`src/apc_consts.svh`:
```
// Constants of the parallel output control block.
// Assumes inclusion by bare name from the package and the design.
`ifndef APC_CONSTS_SVH
`define APC_CONSTS_SVH
`define APC_DATA_W        16
`define APC_RATIO_NORM    3'h6
`define APC_RATIO_DOUBLE  3'h3
`define APC_STROBE_HALF   4
`define APC_SETTLE_CYCLES 55
`define APC_PIN_RST       5'h0f
`define APC_PIN_DBL       4
`define APC_PIN_PD_N      3
`define APC_PIN_SYNC_N    2
`define APC_PIN_CS_N      1
`define APC_PIN_RD_N      0
`endif

```
`src/apc_pkg.sv`:
```
// Types of the parallel output control block.
// Assumes apc_consts.svh is on the include path.
`include "apc_consts.svh"
package apc_pkg;
   typedef struct packed {
      logic                    ovr;
      logic [`APC_DATA_W-1:0]  data;
   } apc_word_t;

   typedef enum logic [1:0] {
      APC_ST_DOWN   = 2'h2,
      APC_ST_SYNC   = 2'h0,
      APC_ST_SETTLE = 2'h1,
      APC_ST_READY  = 2'h3
   } apc_state_t;
endpackage
```
`src/apc_output_ctrl.sv`:
```
// Readout control: rate select, sync, data-ready strobe, output bus gating.
// Assumes modulator samples arrive on core_clk; pins are asynchronous.
`timescale 1ns/1ps
`include "apc_consts.svh"
`default_nettype none
module apc_output_ctrl #(
   parameter int STROBE_HALF   = `APC_STROBE_HALF,
   parameter int SETTLE_CYCLES = `APC_SETTLE_CYCLES
) (
   input  wire logic                   core_clk,
   input  wire logic                   rst_n,
   input  wire logic                   double_rate_select,
   input  wire logic                   power_down_n,
   input  wire logic                   sync_n,
   input  wire logic                   chip_select_n,
   input  wire logic                   read_enable_n,
   input  wire logic                   mod_valid,
   input  wire logic [`APC_DATA_W-1:0] mod_data,
   input  wire logic                   mod_over_range,
   output var  logic                   mod_ready,
   output var  logic [`APC_DATA_W-1:0] dout_o,
   output var  logic                   dout_oe,
   output var  logic                   data_ready_strobe,
   output var  logic                   out_of_range_flag,
   output var  logic                   result_valid
);
   localparam int SCW = $clog2(2 * STROBE_HALF);
   localparam logic [SCW-1:0] STB_TOP = SCW'(2 * STROBE_HALF - 1);
   localparam logic [SCW-1:0] STB_FALL = SCW'(STROBE_HALF - 1);
   localparam logic [5:0] SETTLE_TOP = 6'(SETTLE_CYCLES);

   // Pin synchronisers
   logic [4:0] pin_meta_q;
   logic [4:0] pin_sync_q;
   always_ff @(posedge core_clk or negedge rst_n) begin
      if (!rst_n) begin
         pin_meta_q <= `APC_PIN_RST;
         pin_sync_q <= `APC_PIN_RST;
      end else begin
         pin_meta_q <= {double_rate_select, power_down_n, sync_n,
                        chip_select_n, read_enable_n};
         pin_sync_q <= pin_meta_q;
      end
   end
   logic dbl_s;
   logic pd_n_s;
   logic sync_n_s;
   logic cs_n_s;
   logic rd_n_s;
   assign dbl_s    = pin_sync_q[`APC_PIN_DBL];
   assign pd_n_s   = pin_sync_q[`APC_PIN_PD_N];
   assign sync_n_s = pin_sync_q[`APC_PIN_SYNC_N];
   assign cs_n_s   = pin_sync_q[`APC_PIN_CS_N];
   assign rd_n_s   = pin_sync_q[`APC_PIN_RD_N];

   function automatic logic [2:0] ratio_of(input logic dbl);
      return dbl ? `APC_RATIO_DOUBLE : `APC_RATIO_NORM;
   endfunction

   // Control state, strobe and settling count
   apc_pkg::apc_state_t state_q;
   apc_pkg::apc_state_t state_d;
   logic [SCW-1:0]      stb_cnt_q;
   logic [SCW-1:0]      stb_cnt_d;
   logic                strobe_q;
   logic                strobe_d;
   logic [5:0]          settle_q;
   logic [5:0]          settle_d;
   logic                run_q;
   logic                run_d;
   logic                load;

   assign run_q = (state_q == apc_pkg::APC_ST_SETTLE) ||
                  (state_q == apc_pkg::APC_ST_READY);
   assign load  = run_q && (stb_cnt_q == STB_TOP);

   always_comb begin
      state_d   = state_q;
      stb_cnt_d = stb_cnt_q;
      strobe_d  = strobe_q;
      settle_d  = settle_q;
      if (run_q) begin
         stb_cnt_d = stb_cnt_q + SCW'(1);
         if (load) begin
            stb_cnt_d = '0;
            strobe_d  = 1'b1;
         end else if (stb_cnt_q == STB_FALL) begin
            strobe_d  = 1'b0;
         end
      end
      unique case (state_q)
         apc_pkg::APC_ST_DOWN:   state_d = apc_pkg::APC_ST_SYNC;
         apc_pkg::APC_ST_SYNC:   state_d = apc_pkg::APC_ST_SETTLE;
         apc_pkg::APC_ST_SETTLE: begin
            if (load) begin
               settle_d = settle_q + 6'h01;
            end
            if (settle_q == SETTLE_TOP) begin
               state_d = apc_pkg::APC_ST_READY;
            end
         end
         apc_pkg::APC_ST_READY:  state_d = apc_pkg::APC_ST_READY;
      endcase
      // Power-down outranks sync; both restart filter settling
      if (!pd_n_s || !sync_n_s) begin
         state_d   = pd_n_s ? apc_pkg::APC_ST_SYNC
                            : apc_pkg::APC_ST_DOWN;
         stb_cnt_d = '0;
         strobe_d  = 1'b0;
         settle_d  = '0;
      end
   end
   assign run_d = (state_d == apc_pkg::APC_ST_SETTLE) ||
                  (state_d == apc_pkg::APC_ST_READY);

   always_ff @(posedge core_clk or negedge rst_n) begin
      if (!rst_n) begin
         state_q   <= apc_pkg::APC_ST_SYNC;
         stb_cnt_q <= '0;
         strobe_q  <= 1'b0;
         settle_q  <= '0;
         result_valid <= 1'b0;
      end else begin
         state_q   <= state_d;
         stb_cnt_q <= stb_cnt_d;
         strobe_q  <= strobe_d;
         settle_q  <= settle_d;
         result_valid <= (state_d == apc_pkg::APC_ST_READY);
      end
   end

   // Decimator and two-entry word buffer
   apc_pkg::apc_word_t buf_mem_q [2];
   apc_pkg::apc_word_t buf_mem_d [2];
   logic [1:0]         buf_cnt_q;
   logic [1:0]         buf_cnt_d;
   logic               wp_q;
   logic               wp_d;
   logic               rp_q;
   logic               rp_d;
   logic [2:0]         dec_cnt_q;
   logic [2:0]         dec_cnt_d;
   logic               ovr_acc_q;
   logic               ovr_acc_d;
   logic               ready_q;
   logic               ready_d;
   logic               fire;
   logic               push;
   logic               pop;

   // Ready is registered but exact: it is computed from the next fill count
   assign fire = mod_valid && ready_q;
   assign push = fire && (dec_cnt_q >= ratio_of(dbl_s) - 3'h1);
   assign pop  = load && (buf_cnt_q != 2'h0);

   always_comb begin
      buf_mem_d = buf_mem_q;
      buf_cnt_d = buf_cnt_q;
      wp_d      = wp_q;
      rp_d      = rp_q;
      dec_cnt_d = dec_cnt_q;
      ovr_acc_d = ovr_acc_q;
      if (fire) begin
         if (push) begin
            buf_mem_d[wp_q] = '{ovr: ovr_acc_q || mod_over_range,
                                data: mod_data};
            wp_d      = ~wp_q;
            dec_cnt_d = 3'h0;
            ovr_acc_d = 1'b0;
         end else begin
            dec_cnt_d = dec_cnt_q + 3'h1;
            ovr_acc_d = ovr_acc_q || mod_over_range;
         end
      end
      if (pop) begin
         rp_d = ~rp_q;
      end
      buf_cnt_d = buf_cnt_q + {1'b0, push} - {1'b0, pop};
      if (!run_d) begin
         // Stale samples must not leak past a sync or power-down
         buf_cnt_d = 2'h0;
         wp_d      = 1'b0;
         rp_d      = 1'b0;
         dec_cnt_d = 3'h0;
         ovr_acc_d = 1'b0;
      end
      ready_d = run_d && (buf_cnt_d != 2'h2);
   end

   always_ff @(posedge core_clk or negedge rst_n) begin
      if (!rst_n) begin
         buf_mem_q[0] <= '0;
         buf_mem_q[1] <= '0;
         buf_cnt_q    <= 2'h0;
         wp_q         <= 1'b0;
         rp_q         <= 1'b0;
         dec_cnt_q    <= 3'h0;
         ovr_acc_q    <= 1'b0;
         ready_q      <= 1'b0;
      end else begin
         buf_mem_q <= buf_mem_d;
         buf_cnt_q <= buf_cnt_d;
         wp_q      <= wp_d;
         rp_q      <= rp_d;
         dec_cnt_q <= dec_cnt_d;
         ovr_acc_q <= ovr_acc_d;
         ready_q   <= ready_d;
      end
   end

   // Output word, range flag and bus enable
   logic [`APC_DATA_W-1:0] word_q;
   logic [`APC_DATA_W-1:0] word_d;
   logic                   ovr_q;
   logic                   ovr_d;
   logic                   oe_q;
   logic                   oe_d;

   always_comb begin
      word_d = word_q;
      ovr_d  = ovr_q;
      if (pop) begin
         word_d = buf_mem_q[rp_q].data;
         ovr_d  = buf_mem_q[rp_q].ovr;
      end
      if (!sync_n_s) begin
         word_d = '0;
         ovr_d  = 1'b0;
      end
      oe_d = !cs_n_s && !rd_n_s;
   end

   always_ff @(posedge core_clk or negedge rst_n) begin
      if (!rst_n) begin
         word_q <= '0;
         ovr_q  <= 1'b0;
         oe_q   <= 1'b0;
      end else begin
         word_q <= word_d;
         ovr_q  <= ovr_d;
         oe_q   <= oe_d;
      end
   end

   assign mod_ready         = ready_q;
   assign dout_o            = word_q;
   assign dout_oe           = oe_q;
   assign data_ready_strobe = strobe_q;
   assign out_of_range_flag = ovr_q;

   // Checks
   property p_bus_float;
      @(posedge core_clk) disable iff (!rst_n)
      (cs_n_s || rd_n_s) |=> !dout_oe;
   endproperty
   a_bus_float: assert property (p_bus_float)
      else $error("bus still driven after deselect");

   property p_bus_drive;
      @(posedge core_clk) disable iff (!rst_n)
      (!cs_n_s && !rd_n_s) |=> dout_oe;
   endproperty
   a_bus_drive: assert property (p_bus_drive)
      else $error("bus not driven after select");

   property p_sync_zero;
      @(posedge core_clk) disable iff (!rst_n)
      !sync_n_s |=> (dout_o == '0) && !out_of_range_flag;
   endproperty
   a_sync_zero: assert property (p_sync_zero)
      else $error("output not zero during sync");

   property p_strobe_high;
      @(posedge core_clk) disable iff (!rst_n || !run_q)
      $rose(data_ready_strobe) |-> data_ready_strobe[*4] ##1
         !data_ready_strobe;
   endproperty
   a_strobe_high: assert property (p_strobe_high)
      else $error("strobe high phase wrong length");

   property p_strobe_low;
      @(posedge core_clk) disable iff (!rst_n || !run_q)
      $fell(data_ready_strobe) |-> !data_ready_strobe[*4] ##1
         data_ready_strobe;
   endproperty
   a_strobe_low: assert property (p_strobe_low)
      else $error("strobe low phase wrong length");

   property p_halt;
      @(posedge core_clk) disable iff (!rst_n)
      !pd_n_s |=> !mod_ready && !data_ready_strobe;
   endproperty
   a_halt: assert property (p_halt)
      else $error("activity during power-down");

   property p_settle;
      @(posedge core_clk) disable iff (!rst_n)
      $rose(result_valid) |-> $past(settle_q) == SETTLE_TOP;
   endproperty
   a_settle: assert property (p_settle)
      else $error("settling ended at wrong strobe count");

   property p_word_at_strobe;
      @(posedge core_clk) disable iff (!rst_n)
      (sync_n_s && !$stable(dout_o)) |-> $rose(data_ready_strobe);
   endproperty
   a_word_at_strobe: assert property (p_word_at_strobe)
      else $error("word changed away from strobe rise");

   property p_decimate;
      @(posedge core_clk) disable iff (!rst_n)
      (push && !dbl_s) |-> dec_cnt_q == 3'h5;
   endproperty
   a_decimate: assert property (p_decimate)
      else $error("normal mode word not after six samples");

   property p_decimate_dbl;
      @(posedge core_clk) disable iff (!rst_n)
      (fire && dbl_s && dec_cnt_q == 3'h2) |-> push;
   endproperty
   a_decimate_dbl: assert property (p_decimate_dbl)
      else $error("double mode word not after three samples");
endmodule
`default_nettype wire

```
`config.mk`:
```
export PLATFORM = sky130hd
export DESIGN_NAME = apc_output_ctrl
export DESIGN_NICKNAME = d
export VERILOG_FILES = /design/src/apc_pkg.sv /design/src/apc_output_ctrl.sv
export VERILOG_INCLUDE_DIRS = /design/src
export SDC_FILE = /design/constraint.sdc
export NUM_CORES = 1
export LEC_CHECK = 0
export BUFFER_PORTS_ARGS = -buffer_cell sky130_fd_sc_hd__buf_2
export CORE_MARGIN = 1
export CORE_UTILIZATION = 45
export CTS_CLUSTER_SIZE = 20
export DETAILED_ROUTE_END_ITERATION = 7
export GPL_ROUTABILITY_DRIVEN = 0
export PLACE_DENSITY_LB_ADDON = 0.15
export REMOVE_ABC_BUFFERS = 1
export SYNTH_ARGS = -nofsm -noshare
export SYNTH_HDL_FRONTEND = slang
export SYNTH_SLANG_ARGS = --single-unit
```
`constraint.sdc`:
```
create_clock -name core_clk -period 2.7 [get_ports core_clk]
set_input_delay 0.135 -clock core_clk [delete_from_list [all_inputs] [get_ports core_clk]]
set_output_delay 0.135 -clock core_clk [all_outputs]
set_load 0.02 [all_outputs]
```
==> Word level (Yosys, flattened, before mapping) <==
Cells that the tools add are included.
{ "totals": {"reg_bits": 84, "input_bits": 25, "elab_cells": 109} }
{ "classes": {"n_addsub": 6, "magnitude_cmp": 4, "n_eq_ne": 13, "muxes": 37, "bitwise": 4, "n_reduce_logical": 25} }
{ "ops": {"columns": ["op", "count"], "rows": [
  ["17-bit two-way mux", 4],
  ["34-bit bitwise mux", 1],
  ["16-bit two-way mux", 2],
  ["3-bit two-way mux", 7],
  ["6-bit two-way mux", 3],
  ["17-bit demux with 1-bit select", 1],
  ["1-bit two-way mux", 14],
  ["2-bit two-way mux", 4],
  ["2-bit by 1-bit != test with 1-bit output, second input constant", 4],
  ["2-bit case mux with 4 select lines", 1],
  ["2-bit AND reduction", 4],
  ["2-bit nonzero test", 4],
  ["1-bit logical AND", 7],
  ["3-bit by 1-bit adder with 3-bit output, second input constant", 2],
  ["6-bit by 1-bit adder with 6-bit output, second input constant", 1],
  ["2-bit == test, second input constant", 3],
  ["6-bit == test, second input constant", 1],
  ["2-bit by 1-bit == test with 1-bit output, second input constant", 2],
  ["2-bit greater-or-equal comparator, second input constant", 2],
  ["1-bit logical NOT", 4],
  ["1-bit logical OR", 4],
  ["1-bit NOT with 2-bit output", 2],
  ["3-bit by 2-bit == test with 1-bit output, second input constant", 1],
  ["3-bit == test, second input constant", 1],
  ["other kinds (9)", 10]
]} }

==> Logic depth before layout (Yosys ltp) <==
Gate-level depths: netlist of run 1.
{ "depth": {"word_depth": 9, "depth_mapped": 12, "mapped_depth_nobuf": 12} }

==> Least setup slack after synthesis of run 1 <==
OpenSTA, ideal clock, no wires.
{ "synth_path": {"path_type": "register -> register", "startpoint": "register stb_cnt_q[0]", "endpoint": "register ready_q, in the netlist mod_ready", "setup_ps": 72, "arrival_time_ps": 2264, "required_ps": 2628, "slack_ps": 364, "path_stages_with_launch": 13, "n_path_buf": 1, "path_cell_list": "dfrtp_1 -> ha_1 -> ha_1 -> nand2_1 -> nor2_2 -> clkbuf_1 -> ha_1 -> inv_1 -> ha_1 -> xor2_1 -> xnor2_1 -> nor2_1 -> nor2_1"} }
{ "synth_via": {"elab_chain_len": 7} }
{ "synth_rtl": {"columns": ["element", "line", "rtl"], "rows": [
  ["start, declared", "apc_output_ctrl.sv:63", "logic [SCW-1:0] stb_cnt_q;"],
  ["start signal, assigned", "apc_output_ctrl.sv:125", "stb_cnt_q <= stb_cnt_d;"],
  ["3-bit == test", "apc_output_ctrl.sv:75", "assign load = run_q && (stb_cnt_q == STB_TOP);"],
  ["1-bit logical AND", "apc_output_ctrl.sv:75", null],
  ["1-bit logical AND", "apc_output_ctrl.sv:154", "assign pop = load && (buf_cnt_q != 2'h0);"],
  ["2-bit by 1-bit subtractor with 2-bit output", "apc_output_ctrl.sv:178", "buf_cnt_d = buf_cnt_q + {1'b0, push} - {1'b0, pop};"],
  ["2-bit two-way mux", "apc_output_ctrl.sv:179", "if (!run_d) begin"],
  ["2-bit != test", "apc_output_ctrl.sv:187", "ready_d = run_d && (buf_cnt_d != 2'h2);"],
  ["1-bit logical AND", "apc_output_ctrl.sv:187", null],
  ["net ready_d", "apc_output_ctrl.sv:146", "logic ready_d;"],
  ["end signal, assigned", "apc_output_ctrl.sv:207", "ready_q <= ready_d;"],
  ["end, declared", "apc_output_ctrl.sv:145", "logic ready_q;"]
]} }
The timed path passes the listed nets, and every way through them passes these cells.
A chain may end at the register's enable or synchronous reset.

==> Worst setup path in the final report of run 1 <==
{ "layout_path": {"startpoint": "register dec_cnt_q[2]", "endpoint": "register ready_q, in the netlist mod_ready"} }
{ "layout_via": {"elab_chain_len": 7} }
{ "layout_rtl": {"columns": ["element", "line", "rtl"], "rows": [
  ["start, declared", "apc_output_ctrl.sv:141", "logic [2:0] dec_cnt_q;"],
  ["start signal, assigned", "apc_output_ctrl.sv:205", "dec_cnt_q <= dec_cnt_d;"],
  ["3-bit greater-or-equal comparator", "apc_output_ctrl.sv:153", "assign push = fire && (dec_cnt_q >= ratio_of(dbl_s) - 3'h1);"],
  ["1-bit logical AND", "apc_output_ctrl.sv:153", null],
  ["2-bit by 1-bit adder with 2-bit output", "apc_output_ctrl.sv:178", null],
  ["2-bit by 1-bit subtractor with 2-bit output", "apc_output_ctrl.sv:178", null],
  ["2-bit two-way mux", "apc_output_ctrl.sv:179", null],
  ["2-bit != test", "apc_output_ctrl.sv:187", null],
  ["1-bit logical AND", "apc_output_ctrl.sv:187", null],
  ["net ready_d", "apc_output_ctrl.sv:146", null]
]} }
The timed path passes the listed nets, and every way through them passes these cells.

==> flow_summary.json, run 1 <==
{
  "drt_iter0_markers": 76,
  "firstDrtPassIters": 4,
  "synth-seq-cells": 84,
  "rr_startpoint": "dec_cnt_q[2]$_DFFE_PN0P_",
  "clockBufferDepth": 2,
  "path_class": "reg2reg",
  "worstPathArrival_ns": 2.67,
  "rsz0062_at_grt": "no",
  "instances_no_fill": 432,
  "finalWirelength_microns": 6290,
  "grtUsageMet1_pct": 22.8,
  "violations": "negative hold slack",
  "antenna_found_initial": 0,
  "syn_avg_cell_area_sq_um": 13.2,
  "final.setup.tns_ns": 0,
  "hpwl_microns": 3880,
  "ys_warn_count": 0,
  "use_met2_pct": 26.1,
  "via_count": 2226,
  "maxSlewViolCount": 0,
  "critPathLaunchType": "flip-flop",
  "rows": 32,
  "nNetsFinal": 360,
  "end_kind": "flip-flop",
  "clock_skew_ns": 0.00740,
  "port_buffers": 45,
  "grt_max_degree": 85,
  "grt_use_met3_pct": 3.69,
  "synth_flop_cell": "dfrtp_1",
  "cts_setup_buffers": 0,
  "cts_tree": "yes",
  "path_clk_slew_ns": 0.08,
  "period_needed_ns": 2.40,
  "power.density_nw_per_um2": 563,
  "whs_ns": -0.0295,
  "core_area_sq_um": 7690,
  "reg2reg_slack_ns": 0.30,
  "hold_buffers": 5,
  "synth_top_area_share_pct": 53.4,
  "finalSetupViolations": 0,
  "rr_endpoint": "mod_ready$_DFF_PN0_",
  "num-fill-cells": 671,
  "cts-root-buf": "clkbuf_8",
  "worst_slew_pin_slew_ns": 1.03,
  "worstPathMaxFanout": 7,
  "htreeDepth": 3,
  "drive_above_1_share_pct": 34.8,
  "drc_errors": 0,
  "leakagePower_nw": 2.19,
  "async_flop_share_pct": 100,
  "grt.overflow.total": 0,
  "synth_area_leaders": "dfrtp_1 53%, mux2_2 11%, dfstp_2 5.9%, mux2i_1 4.8%, o211a_1 4.8%",
  "r2r_cells": 11,
  "fmax_mhz": 417,
  "synth_cell_types": 37,
  "post_cts_resize_count": 0,
  "clock-sinks": 84,
  "area_growth_pct": 15.7,
  "io-pin-count": 46,
  "drv_cap": 0,
  "ir_worst_vdd_mv": 0.365,
  "cts_made_buffers": 9,
  "max_slew_margin_pct": 31.4,
  "grt_pass1_wl_microns": 10700,
  "wl_per_cell_microns": 14.6,
  "outcome": "finished with violations",
  "start_util_pct": 46.3,
  "die_width_microns": 90.9,
  "track_usage_pct": 16.8,
  "fp.dieArea_sq_um": 8270,
  "viasPerCell": 5.15,
  "diodes": 0,
  "finalHoldViolCount": 55,
  "hold_class": "in2async",
  "grt_pass1_vias": 2183,
  "required_ns": 2.98,
  "grt.busiest_layer": "met2",
  "ant_nets": 0,
  "yosys.area.top_type": "dfrtp_1",
  "chipHeight_microns": 90.9,
  "synth-seq-area-share_pct": 59.3,
  "dpl.cell_count": 411,
  "synth_area_sq_um": 3560,
  "synth-edff-count": 0,
  "syn-instance-count": 270,
  "clkLatencyLatePin_ns": 0.34,
  "finalCritPeriodShare_pct": 88.8
}
## cells by family after synthesis
group	share of synthesized area, %
and+or+nand+nor	9.07
muxes	15.5
adders and majority gates	3.51
DFF	59.3
xor gates and xnor gates	1.97
AOI/OAI and AO/OA	8.05
buffers and inverters	2.53
## worst max-delay path by stage
stage                                   from             endpoint  depth (start not counted)
floorplan           stb_cnt_q[0]$_DFFE_PN0P_  mod_ready$_DFF_PN0_                         11
global placement    dec_cnt_q[2]$_DFFE_PN0P_  mod_ready$_DFF_PN0_                         11
detailed placement  dec_cnt_q[2]$_DFFE_PN0P_  mod_ready$_DFF_PN0_                         11
CTS                 dec_cnt_q[2]$_DFFE_PN0P_  mod_ready$_DFF_PN0_                         11
global route        dec_cnt_q[2]$_DFFE_PN0P_  mod_ready$_DFF_PN0_                         11
finish              dec_cnt_q[2]$_DFFE_PN0P_  mod_ready$_DFF_PN0_                         11
## placed cells by master (no fill, tap or decap), types with 2 or more instances in the layout
master and instances:
clkbuf_8 11, nor2_1 15, o21a_1 2, a21oi_1 8
inv_1 7, nand2_1 29, dlygate4sd3_1 5, xnor2_1 3
nor3_1 2, clkinv_2 2, nand4_1 5, mux2i_1 17
dfstp_2 8, buf_2 44, mux2_2 34, buf_4 6
o21ai_0 2, or2_2 2, ha_1 10, o211a_1 17
dfrtp_1 76, clkinvlp_4 2, xor2_1 5, nor3b_1 2
## registers in the layout, indices dropped and copies added, names as in the netlist, 2 cells and up
register and count:
dec_cnt_q 3, settle_q 6, buf_cnt_q 2, pin_sync_q 5, stb_cnt_q 3, buf_mem_q 34, dout_o 16, state_q 2
pin_meta_q 5
## report_power, final
part	internal, mW	total, mW	switching [mW]	leakage, nW
Clock	0.382	0.812	0.430	0.0884
Combinational	0.0771	0.156	0.0792	0.979
Sequential	1.32	1.35	0.0293	1.12
Total	1.78	2.32	0.539	2.19
## per-layer routing
metal	share of wire [%]	up-vias
met1	48	1127
met2	47	35
met4	1.6	0
li1	-	1053
met5	0	-
met3	3.6	11
## worst max-delay path: stages (launching register included)
cell	delay [ns]
dfrtp_1	0.42
ha_1	0.33
a21o_2	0.22
a31oi_4	0.30
or2_2	0.19
ha_1	0.22
inv_1	0.05
ha_1	0.14
xor2_1	0.17
xnor2_1	0.15
nor2_1	0.06
nor2_1	0.08
## layout make-up
class	instances	area, sq um	area share [%]
Tap cell	102	128	3.10
Multi-Input combinational cell	168	1360	33.0
Clock buffer	12	155	3.77
Timing Repair Buffer	55	315	7.65
Inverter	7	26.3	0.638
Clock inverter	4	25.0	0.608
Sequential cell	84	2110	51.3
## cells in the mapped netlist (3+ instances only)
cell type / n
dfrtp_1: 76
mux2_2: 34
nand2_1: 29
mux2i_1: 17
o211a_1: 17
nor2_1: 15
ha_1: 10
a21oi_1: 8
dfstp_2: 8
inv_1: 7
clkbuf_1: 6
nand4_1: 5
xor2_1: 5
buf_2: 3
xnor2_1: 3
## per-stage QoR
step	instance area (sq um)	hold slack, ns	total power [mW]	utilization [%]	setup WS (ns)
5_1_grt	4120	0.0120	2.43	53.6	0.165
6_report	4120	-0.0295	2.32	53.6	0.302
2_1_floorplan	3500	-0.161	1.46	-	0.0812
3_3_place_gp	3890	0.240	1.52	50.6	0.364
4_1_cts	4120	0.0105	2.35	53.6	0.297
3_5_place_dp	3890	0.243	1.53	50.6	0.319
No activity file was read; power rests on OpenSTA's default activity.
==> run 2, diff against run 1 <==
- BUFFER_PORTS_ARGS: -buffer_cell sky130_fd_sc_hd__buf_2 -> not set
- DONT_BUFFER_PORTS: not set -> 1
==> run 2 against run 1 <==
Net effect: the run now ends clean; via count down 4.9%; first-iteration DRC count rose by 57%; non-clock buffer count decreased by 27; largest cell class unchanged.
==> flow_summary.json, run 2 (synthesized netlist as in run 1, its figures left out) <==
{
  "largest_register": "buf_mem_q",
  "final.setup.tns_ns": 0,
  "dpl.cell_count": 365,
  "ir_worst_vdd_mv": 0.338,
  "hold_buffers": 24,
  "worst_slew_pin_slew_ns": 1.00,
  "ant_nets": 0,
  "instances_no_fill": 405,
  "core_area_sq_um": 7690,
  "clockBufferDepth": 2,
  "grt_pass1_vias": 2339,
  "final_common_cell": "dfrtp_1",
  "worstPathMaxFanout": 7,
  "clock_skew_ns": 0.00967,
  "period_needed_ns": 2.40,
  "grt_use_met3_pct": 4.36,
  "wl_per_cell_microns": 15.9,
  "place_area_sq_um": 3650,
  "rsz0062_at_grt": "no",
  "worstPathArrival_ns": 2.68,
  "area_growth_pct": 16.8,
  "power.total_mw": 2.59,
  "finalSetupViolations": 0,
  "hpwl_microns": 3950,
  "maxSlewViolCount": 0,
  "via_count": 2117,
  "fmax_mhz": 416,
  "antenna_found_initial": 0,
  "design_area_sq_um": 4160,
  "start_util_pct": 46.3,
  "required_ns": 2.98,
  "hold_class": "in2reg",
  "htreeDepth": 3,
  "power.density_nw_per_um2": 624,
  "leakagePower_nw": 2.09,
  "grtUsageMet1_pct": 23.2,
  "num-fill-cells": 673,
  "cts_tree": "yes",
  "critPathLaunchType": "flip-flop",
  "drc_errors": 0,
  "io-pin-count": 46,
  "chipHeight_microns": 90.9,
  "path_clk_slew_ns": 0.08,
  "die_width_microns": 90.9,
  "cts_made_buffers": 9,
  "cts-root-buf": "clkbuf_8",
  "drv_cap": 0,
  "clkLatencyLatePin_ns": 0.35,
  "grt_pass1_wl_microns": 11300,
  "finalCritPeriodShare_pct": 89.0,
  "path_class": "reg2reg",
  "port_buffers": 0,
  "diodes": 0,
  "regArea_sq_um": 2110,
  "clock-sinks": 84,
  "nNetsFinal": 333,
  "final_cell_mix": "76 x dfrtp_1, 34 x mux2_2, 29 x nand2_1",
  "firstDrtPassIters": 4,
  "largest_reg_flops": 34,
  "outcome": "completed",
  "post_cts_resize_count": 0,
  "max_slew_margin_pct": 33.0,
  "use_met2_pct": 27.7,
  "drive_above_1_share_pct": 23.4,
  "rows": 32,
  "drt_iter0_markers": 119,
  "fp.dieArea_sq_um": 8270,
  "finalHoldViolCount": 0,
  "grt.busiest_layer": "met2",
  "grt.overflow.total": 0,
  "track_usage_pct": 17.4,
  "cts_setup_buffers": 0,
  "end_kind": "flip-flop",
  "finalWirelength_microns": 6430,
  "viasPerCell": 5.23,
  "whs_ns": 0.0353,
  "multiInputGateArea_sq_um": 1360,
  "grt_max_degree": 85
}
run 2: path summary, 6_finish.rpt:
kind	from	to	slack [ns]	cells after the start
max in group asynchronous	rst_n	pin_meta_q[1]$_DFF_PN1_	1.96	2
min in group asynchronous	rst_n	dec_cnt_q[2]$_DFFE_PN0P_	0.36	2
max	dec_cnt_q[2]$_DFFE_PN0P_	mod_ready$_DFF_PN0_	0.30	11
min	mod_valid	ovr_acc_q$_DFFE_PN0P_	0.04	2
max reg2reg	dec_cnt_q[2]$_DFFE_PN0P_	mod_ready$_DFF_PN0_	0.30	11
min reg2reg	pin_meta_q[1]$_DFF_PN1_	pin_sync_q[1]$_DFF_PN1_	0.36	0
run 2: area by class of cell:
type                       count  share of cell area (%)
inverter                       7                   0.632
clock inverter                 7                    2.95
sequential                    84                    50.8
clock buffer                   9                    2.98
tap                          102                    3.07
multi-input combinational    168                    32.7
timing repair buffer          28                    6.92
run 2: report_power, final:
part | switching (mW) | internal, mW
clock network | 0.460 | 0.621
registers | 0.0326 | 1.32
logic | 0.0763 | 0.0843
run 2: layer usage:
layer	up-vias	routed length, microns
li1	991	-
met1	1083	3040
met2	35	3060
met3	8	224
met4	0	102
met5	-	0
run 2: worst max-delay path, stage by stage (launching register included):
cell and delay [ns]:
dfrtp_1 0.41, ha_1 0.33, a21o_2 0.22, a31oi_4 0.29
or2_2 0.18, ha_1 0.22, inv_1 0.06, ha_1 0.14
xor2_1 0.17, xnor2_1 0.16, nor2_1 0.07, nor2_1 0.08
run 2: metrics by stage:
stage,utilization (%),worst slack (ns)
final,54.1,0.298
after CTS,54.1,0.286
after detailed placement,47.5,0.304
after global routing,54.1,0.182
after global placement,47.5,0.354
after floorplan,-,0.0812
==> run 3, diff against run 2 <==
- CORE_ASPECT_RATIO: not set -> 1.5
==> run 3 against run 2 <==
Net effect: setup slack better by 0.048 ns; sequential share of layout area decreased by 0.65 points; register-to-register slack improved by 0.05 ns; maximum frequency grew 2.1%; clock power rose by 16%; non-clock buffer count fell by 1; power grew 6.6%; global-route usage up 0.23 points; first-iteration DRC count is 36% lower; critical path type unchanged; highest routed layer unchanged.
==> flow_summary.json, run 3 (synthesized netlist as in run 1, its figures left out) <==
{
  "outcome": "completed",
  "clockBufferDepth": 2,
  "ant_nets": 0,
  "ir_worst_vdd_mv": 0.447,
  "worstPathMaxFanout": 7,
  "critPathLaunchType": "flip-flop",
  "io-pin-count": 46,
  "pwr-share-seq_pct": 49.2,
  "required_ns": 2.97,
  "area_growth_pct": 18.3,
  "grt_pass1_vias": 2248,
  "largest_register": "buf_mem_q",
  "rr_startpoint": "dec_cnt_q[2]$_DFFE_PN0P_",
  "final_common_cell": "dfrtp_1",
  "grt_max_degree": 85,
  "period_needed_ns": 2.35,
  "crit_path_frequent_cell": "ha_1",
  "cts_made_buffers": 9,
  "hold_path_end": "buf_mem_q[16]$_DFFE_PN0P_",
  "wl_per_cell_microns": 15.5,
  "cts_setup_buffers": 0,
  "grt.overflow.total": 0,
  "nNetsFinal": 332,
  "largest_reg_flops": 34,
  "cp_num_buf_inv": 1,
  "final_cell_mix": "76 x dfrtp_1, 34 x mux2_2, 29 x nand2_1",
  "leakagePower_nw": 2.12,
  "path_class": "reg2reg",
  "crit_path_cell_trace": "ha_1 -> a21o_2 -> a31oi_4 -> or2_2 -> ha_1 -> inv_1 -> ha_1 -> xor2_1 -> xnor2_1 -> nor2_1 -> nor2_1",
  "hpwl_microns": 3850,
  "final.setup.tns_ns": 0,
  "reg2reg_slack_ns": 0.35,
  "max_slew_margin_pct": 39.0,
  "whs_path_depth": 2,
  "via_count": 2088,
  "firstDrtPassIters": 4,
  "htreeDepth": 3,
  "cts-root-buf": "clkbuf_16",
  "power_frac_comb_pct": 5.6,
  "end_kind": "flip-flop",
  "pwr-share-clk_pct": 45.3,
  "rr_endpoint": "mod_ready$_DFF_PN0_",
  "path_clk_slew_ns": 0.06,
  "worstPathArrival_ns": 2.62,
  "finalCritPeriodShare_pct": 87.2,
  "design_area_sq_um": 4210,
  "swShare_pct": 20.4,
  "path_delay_family": "adder cells",
  "viasPerCell": 5.17,
  "chipHeight_microns": 111,
  "setup_ws_ns": 0.346,
  "port_buffers": 0,
  "drive_above_1_share_pct": 22.2,
  "fmax_mhz": 425,
  "drv_cap": 0,
  "rows": 39,
  "die_width_microns": 74.6,
  "fp.dieArea_sq_um": 8280,
  "diodes": 0,
  "rsz0062_at_grt": "no",
  "crit_start": "dec_cnt_q[2]$_DFFE_PN0P_",
  "finalHoldViolCount": 0,
  "power.density_nw_per_um2": 657,
  "finalSetupViolations": 0,
  "maxSlewViolCount": 0,
  "num-fill-cells": 657,
  "hold_class": "in2reg",
  "worstSetupPathDepth": 11,
  "slowest_delay_ns": 0.40,
  "clkLatencyLatePin_ns": 0.34,
  "core_area_sq_um": 7660,
  "track_usage_pct": 17.6,
  "p_int_mw": 2.20,
  "finalWirelength_microns": 6250,
  "grt_pass1_wl_microns": 10800,
  "drt_iter0_markers": 76,
  "cts_tree": "yes",
  "antenna_found_initial": 0,
  "worstHoldStart": "mod_over_range",
  "clock_skew_ns": 0.00537,
  "worst_slew_pin_slew_ns": 0.912,
  "place_area_sq_um": 3650,
  "preCtsSetupSlack_ns": 0.336,
  "r2r_cells": 11,
  "cp_slowest_cell": "dfrtp_1",
  "drc_errors": 0,
  "clock-sinks": 84,
  "whs_ns": 0.0660,
  "start_util_pct": 46.5,
  "p_sw_mw": 0.565
}
## run 3: through the flow
stage,utilization (%),power (mW),instances
5_1_grt,55.0,2.88,404
2_1_floorplan,-,1.46,259
3_5_place_dp,47.6,1.48,364
3_3_place_gp,47.6,1.47,364
6_report,55.0,2.77,404
4_1_cts,55.0,2.80,404
## run 3: final cells by class
cell class	instances	area (sq um)	share of cell area (%)
Sequential cell	84	2110	50.1
Clock inverter	1	30.0	0.713
Multi-Input combinational cell	168	1360	32.2
Inverter	7	26.3	0.624
Clock buffer	15	278	6.60
Timing Repair Buffer	27	280	6.65
Tap cell	102	128	3.03
## run 3: power groups by stage
stage               combinational (mW)  clock [mW]  sequential, mW
finish                           0.154        1.25            1.36
global route                     0.175        1.34            1.37
CTS                              0.158        1.29            1.36
detailed placement              0.0971           0            1.38
global placement                0.0949           0            1.38
floorplan                       0.0848           0            1.37
## run 3: routing by layer
| metal | track usage [%] | wire length (microns) | vias up |
|---|---|---|---|
| met5 | 0 | 0 | - |
| met4 | 10.4 | 199 | 0 |
| met3 | 4.09 | 205 | 13 |
| met2 | 27.7 | 3090 | 32 |
| met1 | 21.6 | 2760 | 1048 |
| li1 | - | - | 995 |
## run 3: what timing repair did
action / in CTS / in global routing
setup endpoints to repair: 0 / 0
resized for setup: 0 / 0
hold buffers: 24 / 0
endpoints found under the hold margin: 123 / 0
## run 3: worst max path at each step
| stage | endpoint | slack, ns |
|---|---|---|
| floorplan | mod_ready$_DFF_PN0_ | 0.08 |
| global placement | mod_ready$_DFF_PN0_ | 0.37 |
| detailed placement | mod_ready$_DFF_PN0_ | 0.34 |
| CTS | mod_ready$_DFF_PN0_ | 0.33 |
| global route | mod_ready$_DFF_PN0_ | 0.16 |
| finish | mod_ready$_DFF_PN0_ | 0.35 |
